<file path="src/rtl/tcm_pkg.sv">
// package of constants for the dual channel torque cutoff monitor
package tcm_pkg;
   // ==========================================
   // clock and timing
   localparam int CLK_HZ = 100_000_000;
   localparam int FAST_WIN_MS = 100;
   localparam int DISC_WIN_MS = 1000;
   localparam int RESP_MAX_MS = 12;
   localparam int FAST_WIN_CYC = FAST_WIN_MS * (CLK_HZ / 1000);
   localparam int DISC_WIN_CYC = DISC_WIN_MS * (CLK_HZ / 1000);
   localparam int TMR_W = 28;
   // ==========================================
   // register map (byte addresses)
   localparam logic [3:0] ADDR_STATUS = 4'h0;
   localparam logic [3:0] ADDR_CTRL = 4'h4;
   localparam logic [3:0] ADDR_INHIBIT = 4'h8;
   // status field positions
   localparam int ST_HALT = 0;
   localparam int ST_FAULT = 1;
   localparam int ST_CH0 = 2;
   localparam int ST_CH1 = 3;
   localparam int ST_GATE_OFF = 4;
   localparam int ST_RESET_OK = 5;
   // control field positions
   localparam int CT_FAULT_RESET = 0;
   // start inhibit codes
   localparam logic [3:0] INHIBIT_NONE = 4'h0;
   localparam logic [3:0] INHIBIT_CUTOFF = 4'h1;
   localparam logic [1:0] RESP_OKAY = 2'h0;
   localparam logic [1:0] RESP_SLVERR = 2'h2;
   // ==========================================
   // monitor states, gray along the usual path except the TCM_SETTLE to TCM_RUN step
   typedef enum logic [2:0] {
      TCM_RUN = 3'b000,
      TCM_ONE_OFF = 3'b001,
      TCM_BOTH_OFF = 3'b011,
      TCM_ONE_ON = 3'b010,
      TCM_SETTLE = 3'b110,
      TCM_FAULT = 3'b100
   } tcm_state_t;
endpackage

</file>
<file path="src/rtl/tcm_monitor.sv">
// dual channel torque cutoff monitor with axi4-lite status access
`timescale 1ns/1ps
// Notes on behaviour
// either enable input off forces every power transistor gate signal off.
// gates turn off well inside 12 ms of an input dropping.
// input drop sets cutoff inhibit code and halt request flag.
// partner drops second input within 1 s, before first returns.
// partner re-energizes second input within 1 s of the first.
// second input back within 100 ms clears halt flag at once.
// second input back after 100 ms clears halt flag at 1 s.
// first returning while second never dropped still raises mismatch fault.
// mismatch is only evaluated after an input drops, never while both on.
// fault reset accepted only after both inputs off over 1 s.
// fault clears only by explicit axis fault reset command.
// inputs are synchronised; windows are counted in clock cycles.
// while faulted, gates stay off and halt flag stays set.
module tcm_monitor #(
   parameter int FAST_CYC = tcm_pkg::FAST_WIN_CYC,
   parameter int DISC_CYC = tcm_pkg::DISC_WIN_CYC,
   parameter int GATES = 6
) (
   // clock and reset
   input wire logic aclk,
   input wire logic aresetn,
   // safety enable pins, high when energized
   input wire logic safety_enable_ch0,
   input wire logic safety_enable_ch1,
   // power transistor gate enables and status
   output logic [GATES-1:0] gate_enable,
   output logic halt_request_flag,
   output logic input_mismatch_fault,
   output logic [3:0] start_inhibit,
   // axi4-lite write address
   input wire logic [3:0] s_axi_awaddr,
   input wire logic s_axi_awvalid,
   output logic s_axi_awready,
   // axi4-lite write data
   input wire logic [31:0] s_axi_wdata,
   input wire logic [3:0] s_axi_wstrb,
   input wire logic s_axi_wvalid,
   output logic s_axi_wready,
   // axi4-lite write response
   output logic [1:0] s_axi_bresp,
   output logic s_axi_bvalid,
   input wire logic s_axi_bready,
   // axi4-lite read address
   input wire logic [3:0] s_axi_araddr,
   input wire logic s_axi_arvalid,
   output logic s_axi_arready,
   // axi4-lite read data
   output logic [31:0] s_axi_rdata,
   output logic [1:0] s_axi_rresp,
   output logic s_axi_rvalid,
   input wire logic s_axi_rready
);
   // ==========================================
   // input synchronisers
   logic [2:0] sync0_reg, sync0_next, sync1_reg, sync1_next;
   logic ch0_reg, ch0_next, ch1_reg, ch1_next;
   always_comb begin
      sync0_next = {sync0_reg[1:0], safety_enable_ch0};
      sync1_next = {sync1_reg[1:0], safety_enable_ch1};
      ch0_next = ch0_reg;
      ch1_next = ch1_reg;
      if (sync0_reg[2] == sync0_reg[1]) begin
         ch0_next = sync0_reg[2];
      end
      if (sync1_reg[2] == sync1_reg[1]) begin
         ch1_next = sync1_reg[2];
      end
   end
   always_ff @(posedge aclk) begin
      if (!aresetn) begin
         sync0_reg <= 3'h0;
         sync1_reg <= 3'h0;
         ch0_reg <= 1'b0;
         ch1_reg <= 1'b0;
      end else begin
         sync0_reg <= sync0_next;
         sync1_reg <= sync1_next;
         ch0_reg <= ch0_next;
         ch1_reg <= ch1_next;
      end
   end
   // ==========================================
   // monitor state machine
   tcm_pkg::tcm_state_t state_reg, state_next;
   logic [tcm_pkg::TMR_W-1:0] tmr_reg, tmr_next;
   logic halt_reg, halt_next;
   logic first_ch_reg, first_ch_next;
   logic reset_ok_reg, reset_ok_next;
   logic fault_reset_cmd;
   logic both_on, both_off, first_on, other_on, tmr_disc;
   assign both_on = ch0_reg && ch1_reg;
   assign both_off = !ch0_reg && !ch1_reg;
   assign first_on = first_ch_reg ? ch1_reg : ch0_reg;
   assign other_on = first_ch_reg ? ch0_reg : ch1_reg;
   assign tmr_disc = tmr_reg >= tcm_pkg::TMR_W'(DISC_CYC);
   always_comb begin
      state_next = state_reg;
      halt_next = halt_reg;
      first_ch_next = first_ch_reg;
      reset_ok_next = reset_ok_reg;
      tmr_next = tmr_disc ? tmr_reg : tmr_reg + 1'b1;
      unique case (state_reg)
         tcm_pkg::TCM_RUN: begin
            tmr_next = '0;
            if (!both_on) begin
               halt_next = 1'b1;
               first_ch_next = !ch0_reg;
               state_next = both_off ? tcm_pkg::TCM_BOTH_OFF : tcm_pkg::TCM_ONE_OFF;
            end
         end
         tcm_pkg::TCM_ONE_OFF: begin
            if (both_off) begin
               state_next = tcm_pkg::TCM_BOTH_OFF;
               tmr_next = '0;
            end else if (tmr_disc || both_on) begin
               state_next = tcm_pkg::TCM_FAULT;
            end
         end
         tcm_pkg::TCM_BOTH_OFF: begin
            if (!both_off) begin
               first_ch_next = ch1_reg;
               state_next = both_on ? tcm_pkg::TCM_SETTLE : tcm_pkg::TCM_ONE_ON;
               tmr_next = '0;
               if (both_on) begin
                  halt_next = 1'b0;
               end
            end
         end
         tcm_pkg::TCM_ONE_ON: begin
            if (!first_on) begin
               state_next = tcm_pkg::TCM_FAULT;
               tmr_next = '0;
            end else if (tmr_disc) begin
               state_next = tcm_pkg::TCM_FAULT;
            end else if (other_on) begin
               state_next = tcm_pkg::TCM_SETTLE;
               if (tmr_reg < tcm_pkg::TMR_W'(FAST_CYC)) begin
                  halt_next = 1'b0;
               end
            end
         end
         tcm_pkg::TCM_SETTLE: begin
            if (!both_on) begin
               halt_next = 1'b1;
               first_ch_next = !ch0_reg;
               tmr_next = '0;
               state_next = both_off ? tcm_pkg::TCM_BOTH_OFF : tcm_pkg::TCM_ONE_OFF;
            end else if (tmr_disc) begin
               halt_next = 1'b0;
               state_next = tcm_pkg::TCM_RUN;
            end
         end
         tcm_pkg::TCM_FAULT: begin
            halt_next = 1'b1;
            if (!both_off) begin
               tmr_next = '0;
               reset_ok_next = 1'b0;
            end else if (tmr_disc) begin
               reset_ok_next = 1'b1;
            end
            if (fault_reset_cmd && reset_ok_reg) begin
               reset_ok_next = 1'b0;
               tmr_next = '0;
               state_next = tcm_pkg::TCM_BOTH_OFF;
            end
         end
         default: begin
            state_next = tcm_pkg::TCM_FAULT;
         end
      endcase
   end
   always_ff @(posedge aclk) begin
      if (!aresetn) begin
         state_reg <= tcm_pkg::TCM_BOTH_OFF;
         tmr_reg <= '0;
         halt_reg <= 1'b1;
         first_ch_reg <= 1'b0;
         reset_ok_reg <= 1'b0;
      end else begin
         state_reg <= state_next;
         tmr_reg <= tmr_next;
         halt_reg <= halt_next;
         first_ch_reg <= first_ch_next;
         reset_ok_reg <= reset_ok_next;
      end
   end
   // ==========================================
   // gate drive, registered from the next filtered inputs, on the same edge as ch0_reg and ch1_reg
   logic gate_on_reg, gate_on_next;
   // gates conduct only on the legal return path, so a mismatch cannot pulse them on
   assign gate_on_next = ch0_next && ch1_next
                         && (state_next == tcm_pkg::TCM_SETTLE || state_next == tcm_pkg::TCM_RUN);
   always_ff @(posedge aclk) begin
      if (!aresetn) begin
         gate_on_reg <= 1'b0;
      end else begin
         gate_on_reg <= gate_on_next;
      end
   end
   assign gate_enable = {GATES{gate_on_reg}};
   assign halt_request_flag = halt_reg;
   assign input_mismatch_fault = state_reg == tcm_pkg::TCM_FAULT;
   assign start_inhibit = halt_reg ? tcm_pkg::INHIBIT_CUTOFF : tcm_pkg::INHIBIT_NONE;
   // ==========================================
   // axi4-lite slave
   logic aw_reg, aw_next, w_reg, w_next, bv_reg, bv_next, rv_reg, rv_next;
   logic [3:0] awa_reg, awa_next;
   logic [31:0] wd_reg, wd_next, rd_reg, rd_next;
   logic [1:0] br_reg, br_next, rr_reg, rr_next;
   logic [31:0] status_word;
   always_comb begin
      status_word = '0;
      status_word[tcm_pkg::ST_HALT] = halt_reg;
      status_word[tcm_pkg::ST_FAULT] = input_mismatch_fault;
      status_word[tcm_pkg::ST_CH0] = ch0_reg;
      status_word[tcm_pkg::ST_CH1] = ch1_reg;
      status_word[tcm_pkg::ST_GATE_OFF] = !gate_on_reg;
      status_word[tcm_pkg::ST_RESET_OK] = reset_ok_reg;
   end
   assign s_axi_awready = !aw_reg && !bv_reg;
   assign s_axi_wready = !w_reg && !bv_reg;
   assign s_axi_arready = !rv_reg;
   assign s_axi_bvalid = bv_reg;
   assign s_axi_bresp = br_reg;
   assign s_axi_rvalid = rv_reg;
   assign s_axi_rdata = rd_reg;
   assign s_axi_rresp = rr_reg;
   assign fault_reset_cmd = aw_reg && w_reg && (awa_reg == tcm_pkg::ADDR_CTRL) && wd_reg[tcm_pkg::CT_FAULT_RESET];
   always_comb begin
      aw_next = aw_reg;
      w_next = w_reg;
      awa_next = awa_reg;
      wd_next = wd_reg;
      bv_next = bv_reg;
      br_next = br_reg;
      rv_next = rv_reg;
      rd_next = rd_reg;
      rr_next = rr_reg;
      if (s_axi_awvalid && s_axi_awready) begin
         aw_next = 1'b1;
         awa_next = s_axi_awaddr;
      end
      if (s_axi_wvalid && s_axi_wready) begin
         w_next = 1'b1;
         wd_next = s_axi_wstrb[0] ? s_axi_wdata : 32'h0000_0000;
      end
      if (aw_reg && w_reg) begin
         aw_next = 1'b0;
         w_next = 1'b0;
         bv_next = 1'b1;
         br_next = (awa_reg == tcm_pkg::ADDR_CTRL) ? tcm_pkg::RESP_OKAY : tcm_pkg::RESP_SLVERR;
      end
      if (bv_reg && s_axi_bready) begin
         bv_next = 1'b0;
      end
      if (s_axi_arvalid && s_axi_arready) begin
         rv_next = 1'b1;
         rr_next = tcm_pkg::RESP_OKAY;
         unique case (s_axi_araddr)
            tcm_pkg::ADDR_STATUS: rd_next = status_word;
            tcm_pkg::ADDR_CTRL: rd_next = 32'h0000_0000;
            tcm_pkg::ADDR_INHIBIT: rd_next = {28'h000_0000, start_inhibit};
            default: begin
               rd_next = 32'h0000_0000;
               rr_next = tcm_pkg::RESP_SLVERR;
            end
         endcase
      end else if (rv_reg && s_axi_rready) begin
         rv_next = 1'b0;
      end
   end
   always_ff @(posedge aclk) begin
      if (!aresetn) begin
         aw_reg <= 1'b0;
         w_reg <= 1'b0;
         awa_reg <= 4'h0;
         wd_reg <= 32'h0000_0000;
         bv_reg <= 1'b0;
         br_reg <= 2'h0;
         rv_reg <= 1'b0;
         rd_reg <= 32'h0000_0000;
         rr_reg <= 2'h0;
      end else begin
         aw_reg <= aw_next;
         w_reg <= w_next;
         awa_reg <= awa_next;
         wd_reg <= wd_next;
         bv_reg <= bv_next;
         br_reg <= br_next;
         rv_reg <= rv_next;
         rd_reg <= rd_next;
         rr_reg <= rr_next;
      end
   end
endmodule

</file>
<file path="config.mk">
export PLATFORM = sky130hd
export DESIGN_NAME = tcm_monitor
export DESIGN_NICKNAME = d
export VERILOG_FILES = /design/src/rtl/tcm_pkg.sv /design/src/rtl/tcm_monitor.sv
export SDC_FILE = /design/constraint.sdc
export NUM_CORES = 1
export LEC_CHECK = 0
export ABC_AREA = 1
export BUFFER_PORTS_ARGS = -buffer_cell sky130_fd_sc_hd__buf_2
export CAP_MARGIN = 20
export CORE_AREA = 4 4 89 91
export DETAILED_ROUTE_END_ITERATION = 16
export DIE_AREA = 0 0 93 95
export PLACE_DENSITY = 0.85
export REMOVE_ABC_BUFFERS = 1
export SYNTH_ARGS = -nofsm -noshare
export SYNTH_HDL_FRONTEND = slang
export SYNTH_SLANG_ARGS = --single-unit
</file>
<file path="constraint.sdc">
create_clock -name aclk -period 3.13 [get_ports aclk]
set_input_delay 0.626 -clock aclk [delete_from_list [all_inputs] [get_ports aclk]]
set_output_delay 0.626 -clock aclk [all_outputs]
set_load 0.01 [all_outputs]
</file>
[Word-level counts from Yosys, hierarchy flattened]
Cells that the tools add are included.
Word-level totals
  register bits after elaboration: 88
  latch bits: 0
  bits in writable memories: 0
  memory bits (read-only): 0
  input port bits: 53
  output and inout bits: 53
  word-level logic and storage cells: 128
  memories kept: 0
Cells by class
  $add $sub $neg: 1
  multiply operators: 0
  div/mod/pow operators: 0
  magnitude comparators: 2
  equality and inequality tests: 21
  shift operators: 0
  mux-type cells: 47
  bitwise operators: 1
  reductions and logical operators: 37
Operators by type and width (count)
  $mux W28: 6
  $pmux W28 S6: 1
  $mux W3: 11
  $add A28 B1 Y28 const B: 1
  $ge A28 B27 Y1 const B: 1
  $lt A28 B24 Y1 const B: 1
  $mux W1: 22
  $pmux W3 S6: 1
  $ne A2 B2 Y1 const B: 8
  $logic_and A1 B1 Y1: 15
  $pmux W6 S2: 1
  $eq A3 B3 Y1 const B: 3
  $reduce_and A9 Y1: 1
  $eq A4 B3 Y1 const B: 2
  $logic_not A1 Y1: 7
  $eq A3 B2 Y1 const B: 2
  $logic_not A3 Y1: 2
  $mux W2: 3
  $reduce_or A2 Y1: 3
  $pmux W1 S5: 1
  $reduce_bool A5 Y1: 1
  $eq A4 B4 Y1 const B: 1
  $logic_not A4 Y1: 1
  $reduce_bool A2 Y1: 2
  other kinds (10): 12

[Logic depth before layout (Yosys ltp)]
Gate-level depths: netlist of the first run.
  depth after elaboration: 9
  mapped depth: 15
  mapped depth without buffers: 14

[Least setup slack after synthesis of the first run]
OpenSTA, ideal clock, no wires.
  path kind: register -> register
  from: register tmr_reg[0] (netlist name)
  to: register tmr_reg[18] (netlist name)
  library setup time: 121 ps
  arrival: 1394 ps
  data required time: 3009 ps
  path slack: 1615 ps
  cell stages (with the launch flop): 11
  path buffers: 0
  period minus slack after synthesis: 1515 ps
  cell sequence: dfxtp_1 ha_1 nand2_1 nor2_1 nand2_1 nor2_1 inv_1 nor2_2 nand2_1 xor2_1 nor2_1
On the way
  word-level cells in the longest chain between the ends: 5
  elaborated cells between the ends (all ways): 9
  those cells by class: add/sub (1); order compare (1); mux (7)
Ends and longest elaborated chain
  start, declared: line tcm_monitor.sv:88  | logic [tcm_pkg::TMR_W-1:0] tmr_reg, tmr_next;
  start signal, assigned: line tcm_monitor.sv:184  | tmr_reg <= tmr_next;
  $add A28 B1 Y28 / $ge A28 B27 Y1 (equally long branches): line tcm_monitor.sv:104, tcm_monitor.sv:98
  $mux W28 (*): line tcm_monitor.sv:104  | tmr_next = tmr_disc ? tmr_reg : tmr_reg + 1'b1;
  $mux W28: line tcm_monitor.sv:123, tcm_monitor.sv:158
  $mux W28: line tcm_monitor.sv:164  | if (fault_reset_cmd && reset_ok_reg) begin
  $pmux W28 S6 (*): line tcm_monitor.sv:105  | unique case (state_reg)
Mark *: on every way between the ends. The rest lies on a longest branch, timed or not.
A chain may end at the register's enable or synchronous reset.

[Worst setup path in the final report of the first run]
  from: register tmr_reg[19] (netlist name)
  to: register gate_on_reg
On the way
  word-level cells in the longest chain between the ends: 8
  elaborated cells between the ends (all ways): 13
  those cells by class: order compare (1); eq/ne (1); mux (7); reduce/logical (4)
Ends and longest elaborated chain
  $ge A28 B27 Y1 (*): line tcm_monitor.sv:98  | assign tmr_disc = tmr_reg >= tcm_pkg::TMR_W'(DISC_CYC);
  $logic_or A1 B1 Y1: line tcm_monitor.sv:118  | end else if (tmr_disc || both_on) begin
  $mux W3: line tcm_monitor.sv:118
  $mux W3: line tcm_monitor.sv:115  | if (both_off) begin
  $pmux W3 S6 (*): line tcm_monitor.sv:105
  $eq A3 B3 Y1 / $logic_not A3 Y1 (equally long branches): line tcm_monitor.sv:195  | && (state_next == tcm_pkg::TCM_SETTLE || state_next == tcm_pkg::TCM_RUN);
  $logic_or A1 B1 Y1 (*): line tcm_monitor.sv:195
  $logic_and A1 B1 Y1 (*): line tcm_monitor.sv:195
  end signal, assigned: line tcm_monitor.sv:200  | gate_on_reg <= gate_on_next;
  end, declared: line tcm_monitor.sv:192  | logic gate_on_reg, gate_on_next;
Marks and branches as above.

==> summary.md, run 1 <==
| Metric | Value |
|---|---|
| Outcome | finished, final reports clean |
| Drt drc | 0 |
| Slew Limit Fails | 0 |
| Post-CTS Setup Bufs | 0 |
| PnR worst setup slack | 1.13 ns |
| Synthesized area per cell | 6.85 sq um |
| Final setup viols | 0 |
| Crit-path max cell delay | 0.50 ns |
| Maximum number of pins on one net before global-route repair | 29 |
| Reg-to-reg endpoint | gate_on_reg |
| Crit Path Class | flip-flop to flip-flop |
| Setup Slack @ Placement | 1.15 ns |
| Fmax achieved | 0.500 GHz |
| Clock network power share | 34.8% |
| 1st-pass router iterations | 5 |
| Gpl congestion | 0.915 |
| Hold depth | 2 |
| RR Startpoint | tmr_reg[19] |
| Worst path arrival time | 2.28 ns |
| Pwr dens | 552 nW/um^2 |
| Initial Utilization | 48.9% |
| Die Y | 95 microns |
| Combinational group share of total power | 23.0% |
| R2R setup slack | 1.13 ns |
| # Max-Cap Violations | 0 |
| Io pins | 106 |
| Mapped Cells | 509 |
| Nets | 594 |
| Maximum VDD drop | 0.000346 V |
| Share of total power in sequential cells | 42.1% |
| H-Tree Depth | 3 |
| Ys flop type | dfxtp_1 |
| Gr usage total | 17.2% |
| Non-filler cells, final | 643 |
| Initial antenna violation count | 0 |
| Ant diodes | 0 |
| Worst hold start | sync1_reg[0] |
| Start point of the critical path | tmr_reg[19] |
| Area of the die | 8840 sq um |
| Total number of vias | 3201 |
| Leakage power | 1.71 nW |
| Area Overhead vs Synth | 7.71% |
| Final core utilization | 52.6% |
| Final hold violations | 0 |
| Post-route ant nets | 0 |
| Avg WL per Cell | 11.5 microns |
| Synth warnings | 0 |
| # hold bufs at CTS | 0 |
| Crit-path max FO | 22 |
| Ratio of cells with drive above 1 in the final layout | 14.5% |
| CTS Root Cell | clkbuf_8 |
| Register area share after synthesis | 34.4% |
| Total CTS buffers | 9 |
| Unrepaired setup endpoints after global routing | no |
| CTS tree | done |
| Setup crit start kind | flip-flop |
| Post-synthesis cell area | 3490 sq um |
| Synth unique cells | 41 |
| Global-route wire length before repair | 12300 microns |
| Fin crit share | 63.9% |
| Largest register FFs | 28 |
| Most frequent CP cell | nand2_1 |
| Critical Path RT | 3.41 ns |
| Die Wd | 93 microns |
| Sw frac | 34.3% |
| Hold Path Sink | sync1_reg[1] |
| Switching pwr | 0.000710 W |
| Final min period | 2.00 ns |
| Cell internal pwr | 0.00136 W |
| Via density | 4.98 |
| Chain of cells forming the critical path | inv_1 -> nand2_1 -> nor2_1 -> nand2_1 -> nand2_1 -> nand2_2 -> nand3_4 -> inv_4 -> nand2_2 -> nand3_1 -> inv_1 -> nand2_1 -> nand2_1 -> nor2_1 |
| Clock skew | 0.0133 ns |
| Hold WS | 0.412 ns |
| Vias in the first global route | 2995 |
| Worst-case reg-to-reg path depth | 14 |
| Hold Crit Class | flip-flop to flip-flop |
| CP endpoint kind | flip-flop |
| Post-synth ARST share | 0% |
| Floorplan core area | 7140 sq um |
| Clock Path Buffers | 2 |
| Post-CTS Resized | 0 |
| Hpwl dp | 5440 microns |
| Core Rows | 31 |
| Slew @ Worst Pin | 0.741 ns |
| Clk Latency, worst-skew pair | 0.34 ns |
| CP max stage cell | dfxtp_1 |
| Routed WL | 7380 microns |
| Placed cells | 627 |
| Slew HR | 50.1% |
| Gr ovfl total | 0 |
| FF+latch count, synth | 60 |
| Clock sink count | 60 |
| Initial DRC count | 193 |
| CTS clk-pin slew, worst paths | 0.08 ns |
| Setup TNS | 0 ns |
| Port bufs | 40 |
| Post-synth EDFFs | 0 |
[worst max-delay path, delay by kind of cell (launching register included)]
family                 cells  cell delay, ns
buffers and inverters      3            0.43
AND/OR/NAND/NOR           11            0.99
flip-flops                 1            0.50
[metrics by stage]
stage	instance area [sq um]	total power [W]
2_1_floorplan	3220	0.00124
3_3_place_gp	3550	0.00134
3_5_place_dp	3550	0.00136
4_1_cts	3760	0.00209
5_1_grt	3760	0.00220
6_report	3760	0.00207
[cell families after synthesis]
group,synth area share (%)
and+or+nand+nor,32.9
buffers and inverters,16.5
AOI/OAI and AO/OA,11.0
DFF,34.4
xor gates and xnor gates,4.27
adders and majority gates,0.718
other,0.108
[layer usage]
metal	GRT usage, %	up-vias	wire (microns)
met2	30.0	96	3660
li1	-	1629	-
met1	19.8	1471	3260
met5	0	-	0
met4	6.35	0	63
met3	5.10	5	395
[cell usage in the layout, fill, tap and decap left out, drive strengths merged, types with 2 or more instances in the layout]
cell type	count
nor3	17
clkbuf	10
clkinv	3
a31oi	2
ha	2
nand4	14
xnor2	4
o21ai	33
nand2	99
buf	40
xor2	13
conb	31
o21bai	2
a21oi	27
dfxtp	60
nor2	93
nor3b	4
nor4	2
inv	55
nand3	24
o211ai	2
[power by group through the flow]
| stage | logic, W | registers, W | clock network [W] |
|---|---|---|---|
| 2_1_floorplan | 0.000352 | 0.000884 | 0 |
| 3_3_place_gp | 0.000455 | 0.000886 | 0 |
| 3_5_place_dp | 0.000474 | 0.000888 | 0 |
| 4_1_cts | 0.000475 | 0.000871 | 0.000742 |
| 5_1_grt | 0.000547 | 0.000880 | 0.000770 |
| 6_report | 0.000477 | 0.000873 | 0.000722 |
[layout make-up]
cell class | instances | area, sq um
fill | 735 | 3380
multi-input combinational | 375 | 1820
sequential | 60 | 1200
inverter | 53 | 201
timing repair buffer | 40 | 200
clock buffer | 10 | 138
tap | 99 | 124
clock inverter | 6 | 70.1
[cells in the mapped netlist (2+ instances only)]
library cell / instances / area share (%)
xor2_1: 13 / 3.3
a31oi_1: 2 / 0.36
nor3_1: 15 / 2.2
ha_1: 2 / 0.72
clkbuf_1: 3 / 0.32
buf_6: 4 / 1.3
o211ai_1: 2 / 0.43
nand2_2: 6 / 1.1
o21ai_0: 32 / 4.6
inv_2: 3 / 0.32
nor2_4: 2 / 0.65
nand3_2: 2 / 0.57
nand3_1: 21 / 3.0
buf_2: 2 / 0.29
nand2_1: 93 / 10
xnor2_1: 4 / 1.0
dfxtp_1: 60 / 34
inv_1: 49 / 5.3
a21oi_1: 27 / 3.9
nor4_1: 2 / 0.36
nand4_1: 14 / 2.5
buf_4: 40 / 8.6
nor2_1: 86 / 9.3
nor2_2: 5 / 0.90
o21bai_1: 2 / 0.43
nor3b_1: 3 / 0.65
[how the worst max path moves through the flow]
stage          slack [ns]     endpoint
6_report             1.13  gate_on_reg
5_1_grt              0.86  gate_on_reg
4_1_cts              1.12  gate_on_reg
3_5_place_dp         1.15  gate_on_reg
3_3_place_gp         1.20  gate_on_reg
2_1_floorplan        1.57  gate_on_reg
Note: power is estimated with default switching activity, not from simulation.
==> inputs of run 2 (changes only) <==
==> constraint.sdc (replaced) <==
create_clock -name aclk -period 2.1 [get_ports aclk]
set_input_delay 0.42 -clock aclk [delete_from_list [all_inputs] [get_ports aclk]]
set_output_delay 0.42 -clock aclk [all_outputs]
set_load 0.01 [all_outputs]
==> run 2 against run 1 <==
Compared with the run above:
- via count up 0.94%
- die area unchanged
- cell count up 1.1%
- first-iteration DRC count down 28%
- critical path type unchanged
==> summary.md, run 2 (synthesized netlist as in run 1, its figures left out) <==
| Metric | Value |
|---|---|
| Outcome | finished, final reports clean |
| Via density | 4.97 (-0.15%) |
| Post-route ant nets | 0 (unchanged) |
| Critical Path RT | 2.36 ns (-1.05 ns) |
| Core Rows | 31 (unchanged) |
| Most common cell after layout, fill and taps aside | nand2_1 |
| Global-route wire length before repair | 12400 microns (+1.1%) |
| Floorplan core area | 7140 sq um (unchanged) |
| Pwr dens | 801 nW/um^2 (+45%) |
| Routed WL | 7530 microns (+2.0%) |
| Crit-path max cell delay | 0.51 ns (about the same) |
| Crit Path Class | flip-flop to flip-flop |
| Drt drc | 0 (unchanged) |
| Gr ovfl total | 0 (unchanged) |
| Final setup viols | 0 (unchanged) |
| # fillers | 704 (-4.2%) |
| Most frequent cells in the layout | 93 x nand2_1, 85 x nor2_1, 59 x dfxtp_1, 49 x inv_1, 40 x buf_2 |
| Fin crit share | 88.3% (+24 points) |
| Worst hold start | s_axi_bready |
| Ant diodes | 0 (unchanged) |
| Gpl congestion | 0.940 (+2.8%) |
| Gr usage total | 17.4% (+0.25 points) |
| Area of the die | 8840 sq um (unchanged) |
| Worst path arrival time | 2.12 ns (-0.16 ns) |
| Setup crit start kind | flip-flop |
| Vias in the first global route | 2948 (-1.6%) |
| 1st-pass router iterations | 4 (-1) |
| Fmax achieved | 0.539 GHz (+7.8%) |
| Switching pwr | 0.00106 W (+49%) |
| PnR worst setup slack | 0.245 ns (-0.884 ns) |
| CTS clk-pin slew, worst paths | 0.08 ns (about the same) |
| Slew HR | 51.5% (+1.4 points) |
| Clk Latency, worst-skew pair | 0.35 ns (about the same) |
| Cell internal pwr | 0.00199 W (+46%) |
| Io pins | 106 (unchanged) |
| Power Total | 0.00305 W (+47%) |
| Initial DRC count | 139 (-28%) |
| # hold bufs at CTS | 0 (unchanged) |
| Combinational group share of total power | 23.3% (+0.3 points) |
| Initial Utilization | 48.9% (unchanged) |
| Most frequent CP cell | nand2_2 |
| Chain of cells forming the critical path | nand2_2 -> nor3_4 -> nor3_1 -> o211ai_1 -> nand2_2 -> nor3b_1 |
| Die Y | 95 microns (unchanged) |
| CP endpoint kind | flip-flop |
| Initial antenna violation count | 0 (unchanged) |
| Maximum number of pins on one net before global-route repair | 29 (unchanged) |
| Maximum VDD drop | 0.000546 V (+58%) |
| Hold WS | 0.260 ns (-0.153 ns) |
| Crit-path max FO | 28 (+27%) |
| Largest register FFs | 28 (unchanged) |
| RR Startpoint | ch0_reg |
| Nets | 601 (+1.2%) |
| Setup Slack @ Placement | 0.113 ns (-1.04 ns) |
| Met1 usage | 20.8% (+1.0 points) |
| Die Wd | 93 microns (unchanged) |
| Met3 Use GR | 4.54% (-0.56 points) |
| Clock skew | 0.0200 ns (+0.00670 ns) |
| Avg WL per Cell | 11.6 microns (+0.95%) |
| CP max stage cell | dfxtp_1 |
| Clock network power share | 34.1% (-0.7 points) |
| Clock sink count | 60 (unchanged) |
| Sw frac | 34.7% (+0.46 points) |
| Slew @ Worst Pin | 0.720 ns (-0.0210 ns) |
| CTS tree | done |
| Port bufs | 40 (unchanged) |
| H-Tree Depth | 3 (unchanged) |
| Slew Limit Fails | 0 (unchanged) |
| Total CTS buffers | 9 (unchanged) |
| Unrepaired setup endpoints after global routing | no |
| Setup TNS | 0 ns (unchanged) |
| Total number of vias | 3231 (+0.94%) |
| CTS Root Cell | clkbuf_8 |
| Clock Path Buffers | 2 (unchanged) |
| Final hold violations | 0 (unchanged) |
| Area Overhead vs Synth | 9.22% |
| Hold Crit Class | input port to flip-flop |
| Gr busiest metal | met2 |
| # Max-Cap Violations | 0 (unchanged) |
| Hpwl dp | 5590 microns (+2.7%) |
| Ratio of cells with drive above 1 in the final layout | 16.0% (+1.4 points) |
| Leakage power | 1.73 nW (+1.5%) |
| Final min period | 1.86 ns (-0.146 ns) |
| Start point of the critical path | ch0_reg |
| Met2 Usage GRT | 29.2% (-0.78 points) |
| Share of total power in sequential cells | 42.6% (+0.5 points) |
[run 2: repair_timing]
item                                    in CTS  in global routing
endpoints found under the setup margin       0                  3
resized for setup                            0                  4
buffers inserted                             0                  3
[run 2: power by group through the flow]
stage	Combinational (W)	Sequential, W	Clock, W
floorplan	0.000525	0.00132	0
global placement	0.000678	0.00132	0
detailed placement	0.000701	0.00132	0
CTS	0.000708	0.00130	0.00108
global route	0.000823	0.00131	0.00113
finish	0.000711	0.00130	0.00104
[run 2: metrics by stage]
stage / utilization (%) / std cells / instance area, sq um
after global routing: 53.4 / 650 / 3810
after floorplan: - / 488 / 3220
after detailed placement: 50.1 / 631 / 3580
after CTS: 52.9 / 647 / 3780
final: 53.4 / 650 / 3810
after global placement: 50.1 / 631 / 3580
[run 2: critical path, delay by kind of cell (launching register included)]
family	cells	cell delay (ns)
and+or+nand+nor	5	1.14
DFF	1	0.51
AOI/OAI and AO/OA	1	0.10
[run 2: per-layer routing]
layer / up-vias / share of wire [%]
li1: 1644 / -
met1: 1459 / 44
met2: 113 / 48
met3: 15 / 6.2
met4: 0 / 1.4
met5: - / 0
[run 2: final cells by class]
| cell class | count | area, sq um | area share (%) |
|---|---|---|---|
| sequential | 60 | 1200 | 31.6 |
| clock buffer | 9 | 124 | 3.25 |
| tap | 99 | 124 | 3.25 |
| multi-input combinational | 375 | 1820 | 47.9 |
| clock inverter | 7 | 75.1 | 1.97 |
| inverter | 53 | 206 | 5.42 |
| timing repair buffer | 47 | 253 | 6.64 |
[run 2: worst paths after layout]
path	to	slack, ns	depth (start not counted)
hold / removal	s_axi_bvalid	0.26	2
setup reg to reg	tmr_reg[8]	0.24	6
hold reg to reg	sync0_reg[1]	0.41	2
setup / recovery	tmr_reg[8]	0.24	6
==> inputs of run 3 (changes only) <==
==> config.mk (replaced) <==
export PLATFORM = sky130hd
export DESIGN_NAME = tcm_monitor
export DESIGN_NICKNAME = d
export VERILOG_FILES = /design/src/rtl/tcm_pkg.sv /design/src/rtl/tcm_monitor.sv
export SDC_FILE = /design/constraint.sdc
export NUM_CORES = 1
export LEC_CHECK = 0
export BUFFER_PORTS_ARGS = -buffer_cell sky130_fd_sc_hd__buf_2
export CAP_MARGIN = 20
export CORE_AREA = 4 4 85 87
export DETAILED_ROUTE_END_ITERATION = 16
export DIE_AREA = 0 0 89 91
export PLACE_DENSITY = 0.86
export REMOVE_ABC_BUFFERS = 1
export SLEW_MARGIN = 20
export SYNTH_ARGS = -nofsm -noshare
export SYNTH_HDL_FRONTEND = slang
export SYNTH_SLANG_ARGS = --single-unit
==> run 3 against run 2 <==
Compared with the run above:
- the run now ends with negative setup slack left
- largest cell class unchanged
- combinational power down 42%
- synthesized cell count down 25%
- worst setup slack worse by 0.45 ns
==> summary.md, run 3 <==
| Metric | Value |
|---|---|
| RR Startpoint | tmr_reg[11] |
| Clock sink count | 60 (unchanged) |
| Gr usage total | 18.1% (+0.68 points) |
| Synth warnings | 0 (unchanged) |
| Drt drc | 0 (unchanged) |
| Final min period | 2.30 ns (+0.448 ns) |
| Yosys top cell area share | 38.4% (+3.9 points) |
| Total CTS buffers | 9 (unchanged) |
| Clk Latency, worst-skew pair | 0.34 ns (about the same) |
| Slew Limit Fails | 0 (unchanged) |
| Hold depth | 2 (unchanged) |
| CTS tree | done |
| Cell internal pwr | 0.00183 W (-7.9%) |
| Post-synth ARST share | 0% (unchanged) |
| H-Tree Depth | 3 (unchanged) |
| WP buf/inv | 0 (unchanged) |
| Gpl congestion | 0.895 (-4.8%) |
| Total number of vias | 2793 (-14%) |
| Port bufs | 40 (unchanged) |
| Routed WL | 7140 microns (-5.2%) |
| Maximum number of pins on one net before global-route repair | 28 (-3.4%) |
| Outcome | finished with violations |
| Area leader, netlist | dfxtp_1 |
| Hold Path Sink | s_axi_rvalid |
| Switching pwr | 0.000765 W (-28%) |
| Worst path arrival time | 2.58 ns (+0.46 ns) |
| Ys flop type | dfxtp_1 |
| Violated checks | negative setup slack |
| Final hold violations | 0 (unchanged) |
| Non-filler cells, final | 520 (-20%) |
| Crit-path max cell delay | 0.55 ns (+0.04 ns) |
| Post-synth EDFFs | 0 (unchanged) |
| Cell Area, Placed | 3410 sq um (-4.8%) |
| Synth area leaders | dfxtp_1 38%, buf_4 9.1%, nor2_1 5.5% |
| Io pins | 106 (unchanged) |
| CTS clk-pin slew, worst paths | 0.07 ns (about the same) |
| Most frequent CP cell | or4_4 |
| Ant diodes | 0 (unchanged) |
| Mapped Cells | 384 (-25%) |
| CP max stage cell | or4_4 |
| Fin crit share | 110% (+21 points) |
| Crit path max-delay family | simple AND/OR/NAND/NOR gates |
| Sw frac | 29.4% (-5.3 points) |
| 1st-pass router iterations | 7 (+3) |
| Largest register FFs | 28 (unchanged) |
| Clock Path Buffers | 2 (unchanged) |
| Clock network power share | 36.0% (+1.9 points) |
| PnR worst setup slack | -0.203 ns (-0.448 ns) |
| Post-route cell area | 3730 sq um (-2.0%) |
| Unrepaired setup endpoints after global routing | yes |
| Hold WS | 0.254 ns (-0.00606 ns) |
| Floorplan core area | 6350 sq um (-11%) |
| Vias in the first global route | 2734 (-7.3%) |
| Combinational group share of total power | 15.7% (-7.6 points) |
| Synth unique cells | 51 (+24%) |
| Most frequent cell after synthesis | dfxtp_1 |
| Slew HR | 63.5% (+12 points) |
| Chain of cells forming the critical path | or4_4 -> o2111ai_4 -> a31oi_4 -> or4_4 -> or3_1 -> a21oi_1 |
| FF+latch count, synth | 60 (unchanged) |
| Area of the die | 8100 sq um (-8.3%) |
| Post-route ant nets | 0 (unchanged) |
| CP endpoint kind | flip-flop |
| Maximum VDD drop | 0.000471 V (-14%) |
| Pwr dens | 697 nW/um^2 (-13%) |
| Most common cell after layout, fill and taps aside | dfxtp_1 |
| Register area share after synthesis | 38.4% (+3.9 points) |
| Crit Path Class | flip-flop to flip-flop |
| Initial Utilization | 49.3% (+0.42 points) |
| Most frequent cells after synthesis | 60 x dfxtp_1, 46 x nor2_1, 38 x buf_4 |
| Avg WL per Cell | 13.7 microns (+19%) |
| Initial DRC count | 77 (-45%) |
| Placed cells | 503 (-20%) |
| Area Overhead vs Synth | 19.2% |
| Via density | 5.37 (+8.1%) |
| CTS Root Cell | clkbuf_8 |
| Ratio of cells with drive above 1 in the final layout | 24.6% (+8.6 points) |
| Initial antenna violation count | 0 (unchanged) |
| Worst hold start | s_axi_rready |
| Final setup viols | 14 (+14) |
| Global-route wire length before repair | 11800 microns (-5.3%) |
| Share of total power in sequential cells | 48.3% (+5.7 points) |
| Setup crit start kind | flip-flop |
| Die Y | 91 microns (-4.2%) |
| Leakage power | 1.45 nW (-16%) |
| R2R setup slack | -0.20 ns (-0.45 ns) |
| Synthesized area per cell | 8.15 sq um (+19%) |
| Hold Crit Class | input port to flip-flop |
| Critical Path RT | 2.37 ns (about the same) |
| Die Wd | 89 microns (-4.3%) |
| Start point of the critical path | tmr_reg[11] |
| Gr ovfl total | 0 (unchanged) |
| Crit-path max FO | 5 (-82%) |
| Setup TNS | -1.41 ns (-1.41 ns) |
| Fmax achieved | 0.434 GHz (-19%) |
| Core Rows | 29 (-6.5%) |
| Slew @ Worst Pin | 0.547 ns (-0.173 ns) |
| Hpwl dp | 4830 microns (-14%) |
| Post-synthesis cell area | 3130 sq um (-10%) |
| Setup Slack @ Placement | -0.183 ns (-0.295 ns) |
| Nets | 494 (-18%) |
| Worst-case reg-to-reg path depth | 6 (unchanged) |
| # Max-Cap Violations | 0 (unchanged) |
| Clock skew | 0.00687 ns (-0.0131 ns) |
| Reg-to-reg endpoint | tmr_reg[26] |
| Most frequent cells in the layout | 60 x dfxtp_1, 46 x nor2_1, 40 x buf_2, 31 x conb_1 |
run 3: layout make-up:
| cell class | instances | area [sq um] |
|---|---|---|
| multi-input cells | 285 | 1770 |
| flip-flops and latches | 60 | 1200 |
| clock buffers | 11 | 151 |
| well taps | 77 | 96.3 |
| fillers | 559 | 2620 |
| inverters | 13 | 48.8 |
| repair buffers | 70 | 442 |
| clock inverters | 4 | 25.0 |
run 3: stage by stage:
stage | utilization [%] | total power (W)
after floorplan | - | 0.00151
after global placement | 53.6 | 0.00165
after detailed placement | 53.6 | 0.00167
after CTS | 57.2 | 0.00261
after global routing | 58.8 | 0.00273
final | 58.8 | 0.00260
run 3: power by group through the flow:
stage | clock network [W] | registers, W | logic [W]
detailed placement | 0 | 0.00128 | 0.000394
finish | 0.000935 | 0.00126 | 0.000409
global placement | 0 | 0.00127 | 0.000381
floorplan | 0 | 0.00128 | 0.000235
CTS | 0.000957 | 0.00125 | 0.000398
global route | 0.00100 | 0.00126 | 0.000465
run 3: worst reg2reg max path: cells and delay by family, from the launching register on:
kind / cells / cell delay, ns
and+or+nand+nor: 3 / 1.41
AOI/OAI and AO/OA: 3 / 0.51
DFF: 1 / 0.31
run 3: how the worst max path moves through the flow:
stage | end | slack, ns | depth (start not counted)
2_1_floorplan | tmr_reg[24] | -0.36 | 6
3_3_place_gp | tmr_reg[10] | -0.16 | 7
3_5_place_dp | tmr_reg[26] | -0.18 | 6
4_1_cts | tmr_reg[10] | -0.20 | 7
5_1_grt | tmr_reg[26] | -0.29 | 6
6_report | tmr_reg[26] | -0.20 | 6
run 3: repair_timing:
action | in CTS | in global routing
setup endpoints to repair | 20 | 24
pin swaps | 2 | 1
gates resized for setup | 8 | 14
hold buffers | 0 | 0
gates cloned | 0 | 0
buffers inserted | 0 | 2
run 3: cell families (layout without fill, tap and decap cells):
group	after synthesis	count (layout)	share of synthesized area, %
simple gates	160	160	26.3
buf+inv	69	98	12.9
compound gates	62	62	12.8
flops	60	60	38.4
xor+xnor	23	23	6.44
mux	6	6	1.96
fa+ha+maj	3	3	1.12
other cells	1	31	0.120
run 3: per-layer routing:
metal  up-vias  wire, microns  global-route usage [%]
li1       1364              -                       -
met4         0            108                    7.94
met3        12            539                    4.62
met1      1321           2850                    20.5
met5         -              0                       0
met2        96           3640                    31.4
